`src/core/ctl_pwm_consts.svh`:
```
// Offsets, field positions, reset values and counts of the control PWM timer register bank
`ifndef CTL_PWM_CONSTS_SVH
`define CTL_PWM_CONSTS_SVH
// ----------------------------------------------------------------
// Register offsets
// ----------------------------------------------------------------
`define OFS_TIMER_ENABLE       6'h00
`define OFS_WAVEFORM_MODE      6'h01
`define OFS_OUTPUT_ROUTING     6'h02
`define OFS_OVERRIDE_VALUES    6'h03
`define OFS_COMMAND_STROBES    6'h04
`define OFS_EVENT_A_CONTROL    6'h08
`define OFS_TIMER_STATUS       6'h0E
`define OFS_CAPTURE_A_LOW      6'h22
`define OFS_CAPTURE_A_HIGH     6'h23
`define OFS_CAPTURE_B_LOW      6'h24
`define OFS_CAPTURE_B_HIGH     6'h25
`define OFS_CMP_A_SET_LOW      6'h28
`define OFS_CMP_A_CLR_HIGH     6'h2B
`define OFS_CMP_B_SET_LOW      6'h2C
`define OFS_CMP_B_CLR_HIGH     6'h2F
// ----------------------------------------------------------------
// Field positions
// ----------------------------------------------------------------
`define BIT_OUT_D_SOURCE       7
`define BIT_OUT_C_SOURCE       6
`define BIT_MIRROR             3
`define BIT_AUTO_SYNC          1
`define BIT_OVERRIDE           0
`define BIT_DISABLE_EOC        7
`define BIT_SOFT_CAPTURE_B     4
`define BIT_SOFT_CAPTURE_A     3
`define BIT_RESTART            2
`define BIT_SYNC_NOW           1
`define BIT_SYNC_EOC           0
`define BIT_EVENT_EDGE         4
`define BIT_EVENT_ACTION       2
`define BIT_EVENT_TRIGGER      0
`define BIT_COMMAND_READY      1
`define BIT_ENABLE_READY       0
// ----------------------------------------------------------------
// Reset values and counts
// ----------------------------------------------------------------
`define RST_CONTROL_BYTE       8'h00
`define RST_COMPARE            12'h000
`define SYNC_CYCLES            2'h2
`define FILTER_SAMPLES         4
`endif

```
`src/core/ctl_pwm_pkg.sv`:
```
// Types shared by the control PWM timer configuration logic
package ctl_pwm_pkg;
   typedef enum logic [1:0] {
      single_ramp   = 2'h0,
      double_ramp   = 2'h1,
      quad_ramp     = 2'h2,
      up_down_slope = 2'h3
   } wave_mode_t;

   typedef enum logic [1:0] {
      cfg_neither         = 2'h0,
      cfg_noise_filter_on = 2'h1,
      cfg_async_event_on  = 2'h2
   } event_cfg_t;

   // Gray order along the normal cycle: dead A, on A, dead B, on B
   typedef enum logic [1:0] {
      ph_dead_time_a = 2'b00,
      ph_on_time_a   = 2'b01,
      ph_dead_time_b = 2'b11,
      ph_on_time_b   = 2'b10
   } cycle_phase_t;
endpackage : ctl_pwm_pkg

```
`src/core/control_pwm_timer_config.sv`:
```
// Control PWM timer: register bank, command synchronisation, waveform and event input A logic
`include "ctl_pwm_consts.svh"

module control_pwm_timer_config (
   input  wire logic       clk_sys_i,
   input  wire logic       rst_i,
   input  wire logic [5:0] reg_addr_i,
   input  wire logic [7:0] reg_wdata_i,
   input  wire logic       reg_wr_i,
   input  wire logic       reg_rd_i,
   output logic      [7:0] reg_rdata_o,
   input  wire logic       event_a_i,
   output logic            fault_a_o,
   output logic            wave_out_a_o,
   output logic            wave_out_b_o,
   output logic            wave_out_c_o,
   output logic            wave_out_d_o,
   output ctl_pwm_pkg::cycle_phase_t phase_o
);
   import ctl_pwm_pkg::*;

   // ----------------------------------------------------------------
   // Register bank
   // ----------------------------------------------------------------
   logic        enable_r;
   logic [1:0]  waveform_gen_select_r;
   logic [7:0]  routing_r;
   logic [7:0]  override_r;
   logic [7:0]  event_ctl_r;
   logic [11:0] cmp_buf_r [4];   // a_set, a_clr, b_set, b_clr, software side
   logic [11:0] cmp_act_r [4];   // timer side copies
   logic [11:0] capture_a_r;
   logic [11:0] capture_b_r;

   wire wr_enable   = reg_wr_i && reg_addr_i == `OFS_TIMER_ENABLE;
   wire wr_mode     = reg_wr_i && reg_addr_i == `OFS_WAVEFORM_MODE;
   wire wr_routing  = reg_wr_i && reg_addr_i == `OFS_OUTPUT_ROUTING;
   wire wr_override = reg_wr_i && reg_addr_i == `OFS_OVERRIDE_VALUES;
   wire wr_command  = reg_wr_i && reg_addr_i == `OFS_COMMAND_STROBES;
   wire wr_event    = reg_wr_i && reg_addr_i == `OFS_EVENT_A_CONTROL;
   wire wr_cmp      = reg_wr_i && reg_addr_i >= `OFS_CMP_A_SET_LOW && reg_addr_i <= `OFS_CMP_B_CLR_HIGH;
   wire [1:0] cmp_idx = reg_addr_i[2:1];
   wire       cmp_hi  = reg_addr_i[0];

   wire out_d_source      = routing_r[`BIT_OUT_D_SOURCE];
   wire out_c_source      = routing_r[`BIT_OUT_C_SOURCE];
   wire mirror_on         = routing_r[`BIT_MIRROR];
   wire auto_sync_request = routing_r[`BIT_AUTO_SYNC];
   wire output_override   = routing_r[`BIT_OVERRIDE];
   wire [3:0] override_levels_a = override_r[3:0];
   wire [3:0] override_levels_b = override_r[7:4];

   // B-side compare writes land in A as well when mirrored
   wire mirror_wr = wr_cmp && cmp_idx[1] && mirror_on;
   wire auto_sync_hit = reg_wr_i && auto_sync_request &&
                        (reg_addr_i == `OFS_CMP_B_CLR_HIGH ||
                         (mirror_on && reg_addr_i == `OFS_CMP_A_CLR_HIGH));

   // Byte write into one half of a 12-bit compare buffer
   function automatic logic [11:0] merge_byte(input logic [11:0] old, input logic hi, input logic [7:0] d);
      merge_byte = hi ? {d[3:0], old[7:0]} : {old[11:8], d};
   endfunction

   always_ff @(posedge clk_sys_i) begin
      if (rst_i) begin
         waveform_gen_select_r <= 2'h0;
         routing_r             <= `RST_CONTROL_BYTE;
         override_r            <= `RST_CONTROL_BYTE;
         event_ctl_r           <= `RST_CONTROL_BYTE;
      end else begin
         if (wr_mode) waveform_gen_select_r <= reg_wdata_i[1:0];
         if (wr_routing) routing_r <= reg_wdata_i & 8'hCB;
         if (wr_override) override_r <= reg_wdata_i;
         if (wr_event) event_ctl_r <= reg_wdata_i & 8'hD5;
      end
   end

   genvar gi;
   generate
      for (gi = 0; gi < 4; gi++) begin : g_cmp_buf
         always_ff @(posedge clk_sys_i) begin
            if (rst_i) begin
               cmp_buf_r[gi] <= `RST_COMPARE;
            end else if (wr_cmp && cmp_idx == 2'(gi)) begin
               cmp_buf_r[gi] <= merge_byte(cmp_buf_r[gi], cmp_hi, reg_wdata_i);
            end else if (mirror_wr && gi < 2 && cmp_idx[0] == 1'(gi)) begin
               cmp_buf_r[gi] <= merge_byte(cmp_buf_r[gi], cmp_hi, reg_wdata_i);
            end
         end
      end
   endgenerate

   // ----------------------------------------------------------------
   // Command and enable synchronisation
   // ----------------------------------------------------------------
   // The timer shares the system clock here; the crossing is kept as a fixed
   // latency so software sees the same ready handshake as on a split clock.
   logic [1:0] cmd_cnt_r;
   logic [4:0] cmd_bits_r;
   logic       command_ready_r;
   logic [1:0] en_cnt_r;
   logic       en_target_r;
   logic       enable_ready_r;
   logic       disable_pend_r;
   logic       eoc_sync_pend_r;
   logic       cycle_end;

   wire cmd_busy    = cmd_cnt_r != 2'h0;
   wire en_busy     = en_cnt_r != 2'h0;
   wire [4:0] cmd_in = reg_wdata_i[4:0];
   wire cmd_accept  = wr_command && cmd_in != 5'h00 && !cmd_busy;
   wire auto_accept = auto_sync_hit && !cmd_busy && !cmd_accept;
   wire cmd_fire    = cmd_cnt_r == 2'h1;
   wire en_fire     = en_cnt_r == 2'h1;
   wire dis_accept  = wr_command && reg_wdata_i[`BIT_DISABLE_EOC] && !en_busy && enable_r;
   wire en_accept   = wr_enable && !en_busy && !disable_pend_r;

   wire fire_cap_b  = cmd_fire && cmd_bits_r[`BIT_SOFT_CAPTURE_B];
   wire fire_cap_a  = cmd_fire && cmd_bits_r[`BIT_SOFT_CAPTURE_A];
   wire fire_rst    = cmd_fire && cmd_bits_r[`BIT_RESTART];
   wire fire_sync   = cmd_fire && cmd_bits_r[`BIT_SYNC_NOW];
   wire fire_eoc    = cmd_fire && cmd_bits_r[`BIT_SYNC_EOC];

   always_ff @(posedge clk_sys_i) begin
      if (rst_i) begin
         cmd_cnt_r       <= 2'h0;
         cmd_bits_r      <= 5'h00;
         command_ready_r <= 1'b1;
      end else if (cmd_accept || auto_accept) begin
         cmd_cnt_r       <= `SYNC_CYCLES;
         cmd_bits_r      <= cmd_accept ? cmd_in : 5'h01;
         command_ready_r <= 1'b0;
      end else if (cmd_busy) begin
         cmd_cnt_r       <= cmd_cnt_r - 2'h1;
         command_ready_r <= cmd_fire;
      end
   end

   always_ff @(posedge clk_sys_i) begin
      if (rst_i) begin
         en_cnt_r       <= 2'h0;
         en_target_r    <= 1'b0;
         enable_r       <= 1'b0;
         enable_ready_r <= 1'b1;
         disable_pend_r <= 1'b0;
      end else if (en_accept) begin
         en_cnt_r       <= `SYNC_CYCLES;
         en_target_r    <= reg_wdata_i[0];
         enable_ready_r <= 1'b0;
      end else if (en_busy) begin
         en_cnt_r <= en_cnt_r - 2'h1;
         if (en_fire) begin
            enable_r       <= en_target_r;
            enable_ready_r <= 1'b1;
         end
      end else if (dis_accept) begin
         disable_pend_r <= 1'b1;
         enable_ready_r <= 1'b0;
      end else if (disable_pend_r && cycle_end) begin
         disable_pend_r <= 1'b0;
         enable_r       <= 1'b0;
         enable_ready_r <= 1'b1;
      end
   end

   // ----------------------------------------------------------------
   // Double-buffer loading
   // ----------------------------------------------------------------
   wire load_now = fire_sync || (eoc_sync_pend_r && cycle_end);

   always_ff @(posedge clk_sys_i) begin
      if (rst_i) begin
         eoc_sync_pend_r <= 1'b0;
      end else if (fire_eoc) begin
         eoc_sync_pend_r <= 1'b1;
      end else if (cycle_end) begin
         eoc_sync_pend_r <= 1'b0;
      end
   end

   generate
      for (gi = 0; gi < 4; gi++) begin : g_cmp_act
         always_ff @(posedge clk_sys_i) begin
            if (rst_i) begin
               cmp_act_r[gi] <= `RST_COMPARE;
            end else if (load_now) begin
               cmp_act_r[gi] <= cmp_buf_r[gi];
            end
         end
      end
   endgenerate

   // ----------------------------------------------------------------
   // Counter and cycle phases
   // ----------------------------------------------------------------
   logic [11:0] cnt_r;
   logic [1:0]  ramp_r;      // Ramp index within a cycle, or 1 while counting down
   wave_mode_t  mode;
   logic [11:0] ramp_top;
   logic        ramp_last;
   logic        a_on;
   logic        b_on;
   cycle_phase_t phase;

   wire [11:0] a_set = cmp_act_r[0];
   wire [11:0] a_clr = cmp_act_r[1];
   wire [11:0] b_set = cmp_act_r[2];
   wire [11:0] b_clr = cmp_act_r[3];

   always_comb begin
      mode      = wave_mode_t'(waveform_gen_select_r);
      ramp_top  = b_clr;
      ramp_last = 1'b1;
      a_on      = 1'b0;
      b_on      = 1'b0;
      case (mode)
         single_ramp: begin
            a_on = cnt_r >= a_set && cnt_r < a_clr;
            b_on = cnt_r >= b_set && cnt_r < b_clr;
         end
         double_ramp: begin
            ramp_top  = ramp_r[0] ? b_clr : a_clr;
            ramp_last = ramp_r[0];
            a_on      = !ramp_r[0] && cnt_r >= a_set;
            b_on      = ramp_r[0] && cnt_r >= b_set;
         end
         quad_ramp: begin
            ramp_top  = cmp_act_r[ramp_r];
            ramp_last = ramp_r == 2'h3;
            a_on      = ramp_r == 2'h1;
            b_on      = ramp_r == 2'h3;
         end
         up_down_slope: begin
            ramp_last = ramp_r[0] && cnt_r == 12'h000;
            a_on      = cnt_r < a_clr;
            b_on      = cnt_r > b_set;
         end
         default: begin
            a_on = 1'b0;
         end
      endcase
   end

   wire at_top = mode == up_down_slope ? (ramp_r[0] ? cnt_r == 12'h000 : cnt_r >= ramp_top) : cnt_r >= ramp_top;
   assign cycle_end = enable_r && at_top && ramp_last;

   always_comb begin
      if (a_on) begin
         phase = ph_on_time_a;
      end else if (b_on) begin
         phase = ph_on_time_b;
      end else if (mode == single_ramp ? cnt_r < a_clr : !ramp_r[0] && ramp_r != 2'h2) begin
         phase = ph_dead_time_a;
      end else begin
         phase = ph_dead_time_b;
      end
   end

   always_ff @(posedge clk_sys_i) begin
      if (rst_i || fire_rst || !enable_r) begin
         cnt_r  <= 12'h000;
         ramp_r <= 2'h0;
      end else if (mode == up_down_slope) begin
         if (at_top) begin
            ramp_r <= {1'b0, !ramp_r[0]};
         end
         cnt_r <= (ramp_r[0] ^ at_top) ? cnt_r - 12'h001 : cnt_r + 12'h001;
      end else if (at_top) begin
         cnt_r  <= 12'h000;
         ramp_r <= ramp_last ? 2'h0 : ramp_r + 2'h1;
      end else begin
         cnt_r <= cnt_r + 12'h001;
      end
   end

   // ----------------------------------------------------------------
   // Event input A
   // ----------------------------------------------------------------
   logic [`FILTER_SAMPLES-2:0] ev_hist_r;
   logic                       ev_filt_r;
   logic                       ev_prev_r;

   wire [1:0] ev_cfg_raw   = event_ctl_r[7:6];
   wire       ev_edge_high = event_ctl_r[`BIT_EVENT_EDGE];
   wire       ev_capture   = event_ctl_r[`BIT_EVENT_ACTION];
   wire       ev_trigger   = event_ctl_r[`BIT_EVENT_TRIGGER];
   wire       noise_filter_on = ev_cfg_raw == cfg_noise_filter_on;
   wire       async_event_on  = ev_cfg_raw == cfg_async_event_on;
   wire       ev_all_equal    = &{ev_hist_r, event_a_i} || ~|{ev_hist_r, event_a_i};
   wire       ev_level        = noise_filter_on ? ev_filt_r : event_a_i;
   wire       ev_active       = ev_level == ev_edge_high;
   wire       ev_capture_hit  = ev_trigger && ev_capture && ev_active && ev_prev_r != ev_edge_high;
   logic      fault_r;

   always_ff @(posedge clk_sys_i) begin
      if (rst_i) begin
         ev_hist_r <= '0;
         ev_filt_r <= 1'b0;
         ev_prev_r <= 1'b0;
         fault_r   <= 1'b0;
      end else begin
         ev_hist_r <= {ev_hist_r[`FILTER_SAMPLES-3:0], event_a_i};
         if (ev_all_equal) ev_filt_r <= event_a_i;
         ev_prev_r <= ev_level;
         fault_r   <= ev_trigger && ev_active;
      end
   end

   // Async mode bypasses the flop so a fault reaches the switches without clock latency
   wire fault_now = ev_trigger && ev_active;
   assign fault_a_o = async_event_on ? fault_now : fault_r;

   always_ff @(posedge clk_sys_i) begin
      if (rst_i) begin
         capture_a_r <= `RST_COMPARE;
         capture_b_r <= `RST_COMPARE;
      end else begin
         if (fire_cap_a || ev_capture_hit) capture_a_r <= cnt_r;
         if (fire_cap_b) capture_b_r <= cnt_r;
      end
   end

   // ----------------------------------------------------------------
   // Waveform outputs
   // ----------------------------------------------------------------
   logic wave_a;
   logic wave_b;

   always_comb begin
      wave_a = a_on;
      wave_b = b_on;
      if (output_override) begin
         if (mode == single_ramp) begin
            wave_a = a_on ? override_levels_a[0] : override_levels_a[1];
            wave_b = b_on ? override_levels_b[2] : override_levels_b[3];
         end else begin
            case (phase)
               ph_dead_time_a: begin
                  wave_a = override_levels_a[0];
                  wave_b = override_levels_b[0];
               end
               ph_on_time_a: begin
                  wave_a = override_levels_a[1];
                  wave_b = override_levels_b[1];
               end
               ph_dead_time_b: begin
                  wave_a = override_levels_a[2];
                  wave_b = override_levels_b[2];
               end
               default: begin
                  wave_a = override_levels_a[3];
                  wave_b = override_levels_b[3];
               end
            endcase
         end
      end
   end

   // A stopped timer parks every output low; fault handling lives outside
   always_ff @(posedge clk_sys_i) begin
      if (rst_i || !enable_r) begin
         wave_out_a_o <= 1'b0;
         wave_out_b_o <= 1'b0;
         wave_out_c_o <= 1'b0;
         wave_out_d_o <= 1'b0;
         phase_o      <= ph_dead_time_a;
      end else begin
         wave_out_a_o <= wave_a;
         wave_out_b_o <= wave_b;
         wave_out_c_o <= out_c_source ? wave_b : wave_a;
         wave_out_d_o <= out_d_source ? wave_b : wave_a;
         phase_o      <= phase;
      end
   end

   // ----------------------------------------------------------------
   // Read port
   // ----------------------------------------------------------------
   logic [7:0] rd_mux;

   always_comb begin
      case (reg_addr_i)
         `OFS_TIMER_ENABLE:    rd_mux = {7'h00, enable_r};
         `OFS_WAVEFORM_MODE:   rd_mux = {6'h00, waveform_gen_select_r};
         `OFS_OUTPUT_ROUTING:  rd_mux = routing_r;
         `OFS_OVERRIDE_VALUES: rd_mux = override_r;
         `OFS_EVENT_A_CONTROL: rd_mux = event_ctl_r;
         `OFS_TIMER_STATUS:    rd_mux = {6'h00, command_ready_r, enable_ready_r};
         `OFS_CAPTURE_A_LOW:   rd_mux = capture_a_r[7:0];
         `OFS_CAPTURE_A_HIGH:  rd_mux = {4'h0, capture_a_r[11:8]};
         `OFS_CAPTURE_B_LOW:   rd_mux = capture_b_r[7:0];
         `OFS_CAPTURE_B_HIGH:  rd_mux = {4'h0, capture_b_r[11:8]};
         default: begin
            if (reg_addr_i >= `OFS_CMP_A_SET_LOW && reg_addr_i <= `OFS_CMP_B_CLR_HIGH) begin
               rd_mux = cmp_hi ? {4'h0, cmp_buf_r[cmp_idx][11:8]} : cmp_buf_r[cmp_idx][7:0];
            end else begin
               rd_mux = 8'h00;
            end
         end
      endcase
   end

   always_ff @(posedge clk_sys_i) begin
      if (rst_i || !reg_rd_i) begin
         reg_rdata_o <= 8'h00;
      end else begin
         reg_rdata_o <= rd_mux;
      end
   end
endmodule // control_pwm_timer_config

```
`config.mk`:
```
export PLATFORM = sky130hd
export DESIGN_NAME = control_pwm_timer_config
export DESIGN_NICKNAME = d
export VERILOG_FILES = /design/src/core/ctl_pwm_pkg.sv /design/src/core/control_pwm_timer_config.sv
export VERILOG_INCLUDE_DIRS = /design/src /design/src/core
export SDC_FILE = /design/constraint.sdc
export NUM_CORES = 1
export LEC_CHECK = 0
export BUFFER_PORTS_ARGS = -buffer_cell sky130_fd_sc_hd__buf_2
export CAP_MARGIN = 20
export CORE_MARGIN = 4
export CORE_UTILIZATION = 50
export DETAILED_ROUTE_END_ITERATION = 8
export GPL_TIMING_DRIVEN = 0
export PLACE_DENSITY_LB_ADDON = 0.05
export SYNTH_ARGS = -nofsm -noshare
export SYNTH_HDL_FRONTEND = slang
export SYNTH_SLANG_ARGS = --single-unit
```
`constraint.sdc`:
```
create_clock -name clk_sys_i -period 15.05 [get_ports clk_sys_i]
set_clock_uncertainty 0.15 [all_clocks]
set_input_delay 2.2575 -clock clk_sys_i [delete_from_list [all_inputs] [get_ports clk_sys_i]]
set_output_delay 2.2575 -clock clk_sys_i [all_outputs]
set_load 0.05 [all_outputs]
```
# == Word level (Yosys, flattened, before mapping) ==
# Memory sizes are Yosys's and may differ from the RTL's. A register that Yosys moved wholly into a read port is not among the register bits.
# Index checks and enable logic that the tools add are counted.
# op_classes
n_reduce_logical,86
eq_ne,32
order_cmp,8
muxes,93
n_bitwise,14
add_sub_neg,5
# ops
operator,count
$mux W12,18
$pmux W8 S10,1
$mux W1,52
$logic_and A1 B1 Y1,48
$eq A6 B6 Y1 const B,6
$ge A12 B12 Y1,3
$mux W2,13
$lt A12 B12 Y1,2
$pmux W12 S2,1
$mux W8,2
$eq A2 B1 Y1 const B,7
$eq A2 B2 Y1 const B,7
$reduce_bool A2 Y1,7
$add A12 B1 Y12 const B,1
$eq A6 B2 Y1 const B,2
$eq A6 B4 Y1 const B,2
$gt A12 B12 Y1,1
$logic_not A12 Y1,1
$sub A12 B1 Y12 const B,1
$or A1 B1 Y1,10
$logic_or A1 B1 Y1,9
$pmux W1 S3,3
$logic_not A1 Y1,8
$pmux W1 S4,2
other kinds (23),31
# totals
in_bits,19
memories,2
word_cells,269
out_inout_bits,15
register_bits,93
mem_bits_rw,96
# mem_list
memory,depth,word_bits,rd,rd_clocked_by_memory_dff,write_ports,line,text
cmp_act_r,4,12,5,1,4,control_pwm_timer_config.sv:31,logic [11:0] cmp_act_r [4];
cmp_buf_r,4,12,5,0,4,control_pwm_timer_config.sv:30,logic [11:0] cmp_buf_r [4];

# == Depth between registers and ports, before layout ==
# An unclocked memory read counts as a cell.
# depth
depth_word,14
ltp_mapped,18
ltp_nobuf,15

# == Least setup slack after synthesis ==
# No wires, ideal clock.
# synth_path
kind,input-to-output
start,input port event_a_i
end,output port fault_a_o
t_arrival_ns,3.072
slack_ns,9.571
n_path_buf,0
t_required_ns,12.643
stages,4
cell_sequence,mux2i_1 xor2_1 and2_1 mux2_2
# synth_between
elab_chain_cells,4
# synth_rtl
item,line,text
"start, declared",control_pwm_timer_config.sv:12,"input wire logic event_a_i,"
$mux W1,control_pwm_timer_config.sv:290,wire ev_level = noise_filter_on ? ev_filt_r : event_a_i;
$eq A1 B1 Y1,control_pwm_timer_config.sv:291,wire ev_active = ev_level == ev_edge_high;
$logic_and A1 B1 Y1,control_pwm_timer_config.sv:310,wire fault_now = ev_trigger && ev_active;
$mux W1,control_pwm_timer_config.sv:311,assign fault_a_o = async_event_on ? fault_now : fault_r;
"end, declared",control_pwm_timer_config.sv:13,"output logic fault_a_o,"
# Every way passes these cells.

# == Worst setup path after layout ==
# Ends and elaborated chain as after synthesis.

==> flow_metrics.py <==
metrics = {
    "outcome": {
        "outcome": "finished clean",
    },
    "synthesis": {
        "ys_async_sr_fraction_pct": 0,
        "synth.distinct_cells": 86,
        "syn_inst": 1102,
        "synth_top_cell_by_area": "edfxtp_1",
        "synthFlopType": "edfxtp_1",
        "synth-edff-count": 96,
        "synth_top_area_share_pct": 26.5,
        "synth_area_leaders": "edfxtp_1, dfxtp_1, ha_1, mux4_2, a21oi_1",
        "ys_ff_latch": 191,
        "syn_avg_cell_area_um2": 9.88,
        "yosysSeqAreaShare_pct": 43.9,
        "synth_nets": 1189,
        "netlist_area_mm2": 0.0109,
        "ys_warn_count": 0,
    },
    "timing": {
        "fin_setup_tns_ns": 0,
        "drv_slew": 0,
        "finalCritPeriodShare_pct": 38.2,
        "slew_headroom_pct": 33.9,
        "grt_setup_unrepaired": "no",
        "fin_crit_ns": 5.75,
        "setup_viol": 0,
        "timing.fmax_mhz": 174,
        "finalHoldViolCount": 0,
        "worst_pin_slew_ns": 0.977,
    },
    "clock_tree": {
        "cts_resized": 0,
        "cts_tree": "built",
        "hold_buffers": 0,
        "insertion_delay_ns": 0.44,
        "postCtsSetupBuffers": 0,
        "cts_num_sinks": 191,
        "htreeDepth": 4,
        "clockRootBuffer": "clkbuf_16",
        "path_clk_slew_ns": 0.08,
        "cts_buffers": 17,
        "cts_buffer_depth": 2,
    },
    "pwr": {
        "cellLeakagePower_nw": 4.37,
        "total_power_w": 0.00112,
        "power.density_mw_per_mm2": 93.1,
        "p_sw_share_pct": 26.2,
        "combPwrFrac_pct": 5.8,
        "p_seq_share_pct": 50.5,
        "p_int_w": 0.000828,
        "power.share.clock_pct": 43.7,
        "p_switching_w": 0.000294,
        "ir_drop_mv": 0.0777,
    },
    "worst_setup_path": {
        "critPathBufInv": 2,
        "critPathCaptureType": "primary output",
        "r2r_setup_slack_ns": 9.91,
        "cp_top_family": "multiplexers",
        "cp_max_fo": 3,
        "path_cells": "buf_2 > mux2i_1 > xor2_1 > and2_1 > mux2_2 > buf_2",
        "required_ns": 12.64,
        "cp-start-kind": "input port",
        "arrival_ns": 3.35,
        "path_common_cell": "buf_2",
        "crit_type": "in2out",
        "cpMaxStageDelayCell": "mux2_2",
        "max_stage_delay_ns": 0.26,
    },
    "final_layout": {
        "fillers": 1906,
        "multi_input_area_mm2": 0.00558,
        "syn_to_final_growth_pct": 10.7,
        "nets": 1237,
        "design_area_mm2": 0.0121,
        "drive_gt1_share_pct": 12.1,
        "n_antenna_cell": 0,
        "seqCellArea_mm2": 0.00478,
    },
    "grt": {
        "antenna_found_initial": 1,
        "grt_overflow": 0,
        "grt_max_degree": 33,
        "grt_use_met3_pct": 3.88,
        "grt_usage_pct": 26.3,
        "grt_pass1_wl_mm": 49.0,
        "grt_pass1_vias": 8358,
        "top_usage_layer": "met2",
        "use_met1_pct": 39.0,
        "grtUsageMet2_pct": 40.0,
    },
    "drt": {
        "firstDrtPassIters": 7,
        "drt-total-wl_mm": 31.2,
        "viasPerCell": 6.11,
        "avgRoutedWirePerCell_um": 21.7,
        "drc": 0,
        "drtIter0Drc": 824,
        "vias": 8781,
        "ant_nets": 0,
    },
    "die": {
        "rows": 53,
        "die_w_um": 156,
        "start_util_pct": 51.3,
        "coreArea_mm2": 0.0212,
        "die_h_um": 156,
        "dieArea_mm2": 0.0242,
        "pin_count": 34,
    },
    "placed_design": {
        "port_buffers": 26,
        "gp_congestion": 0.904,
        "post_dp_cell_area_mm2": 0.0114,
        "hpwl_mm": 23.7,
    },
    "hold_path": {
        "hold_class": "reg2reg",
    },
    "job": {
        "drv_cap": 0,
    },
}
## metrics by stage
stage	setup slack, ns	instances	utilization (%)	hold slack (ns)
final	9.30	1438	56.8	0.313
after global routing	9.23	1438	56.8	0.323
after CTS	9.29	1436	56.7	0.307
after detailed placement	9.29	1404	53.7	0.299
after global placement	8.90	1403	53.5	0.296
after floorplan	9.57	1102	-	0.282
## logic make-up (layout without fill, tap and decap cells)
family | after synthesis | after routing | synth area share [%]
simple gates | 407 | 407 | 19.7
compound gates | 257 | 257 | 16.2
flops | 191 | 191 | 43.9
buf+inv | 129 | 190 | 4.84
fa+ha+maj | 68 | 68 | 7.82
mux | 47 | 47 | 7.26
xor+xnor | 3 | 3 | 0.241
## synthesized netlist by cell type, drive strengths merged (4+ instances only)
cell type  instances
or2               12
a32o               4
nand3             31
and2              28
a211oi            13
a2bb2oi            4
a31oi             10
mux4              25
or3                6
buf               21
o21a               6
and3               6
nor2              55
a222oi             9
o31ai             10
edfxtp            96
o21ai             19
a21boi             4
nor4               9
ha                68
nor3b             53
o21bai             4
clkbuf            43
dfxtp             95
nand2b            28
nor2b             10
a21o               8
mux2               6
inv               62
a22oi             22
o211ai             6
mux2i             16
a21oi            100
a221oi             7
nand2            131
nand4              8
nor3              21
## registers in the layout (all words and copies together) (netlist names), 8 cells and up, named ones only
name / cells
cmp_act_r: 48
cmp_buf_r: 48
capture_a_r: 12
capture_b_r: 12
cnt_r: 12
override_r: 8
reg_rdata_o: 8
## layout by cell type (no fill, tap or decap), types with 28 or more instances in the layout
cell type and count:
dfxtp_1 95, ha_1 68, buf_2 38, edfxtp_1 96, nor2_1 54, nand2_1 129, a21oi_1 99, inv_1 62
nor3b_1 53, clkbuf_1 42, nand3_1 31, and2_1 28
## layout make-up
| type | instances | area share [%] |
|---|---|---|
| clock buffers | 17 | 3.53 |
| clock inverters | 15 | 1.83 |
| repair buffers | 29 | 1.37 |
| inverters | 65 | 2.02 |
| plain buffers | 64 | 2.35 |
| flip-flops and latches | 191 | 39.7 |
| well taps | 275 | 2.86 |
| multi-input cells | 782 | 46.3 |
## layer usage
layer | share of wire (%) | up-vias | routed length [um]
met5 | 0.042 | - | 13
met4 | 2.9 | 2 | 900
met3 | 6.8 | 50 | 2120
met2 | 45 | 329 | 13900
met1 | 46 | 4224 | 14300
li1 | - | 4176 | -
## final timing paths
path                                       from  cells after the start               end
worst max-delay path                  event_a_i                      6         fault_a_o
worst min-delay path            capture_b_r[10]                      2   capture_b_r[10]
worst max register to register          mode[0]                     15  cmp_act_r[1][11]
worst min register to register  capture_b_r[10]                      2   capture_b_r[10]
## tightest hold or removal path: cells and delay by family (launching register included)
kind             cells  cell delay (ns)
AO/OA/AOI/OAI        1             0.05
AND/OR/NAND/NOR      1             0.05
flip-flops           1             0.32
## power by group through the flow
stage	Sequential (W)	Clock (W)	Combinational [W]
floorplan	0.000573	0	0.0000431
global placement	0.000578	0	0.0000635
detailed placement	0.000578	0	0.0000648
CTS	0.000566	0.000493	0.0000650
global route	0.000568	0.000519	0.0000709
finish	0.000567	0.000490	0.0000655
No activity file was read; power rests on OpenSTA's default activity.
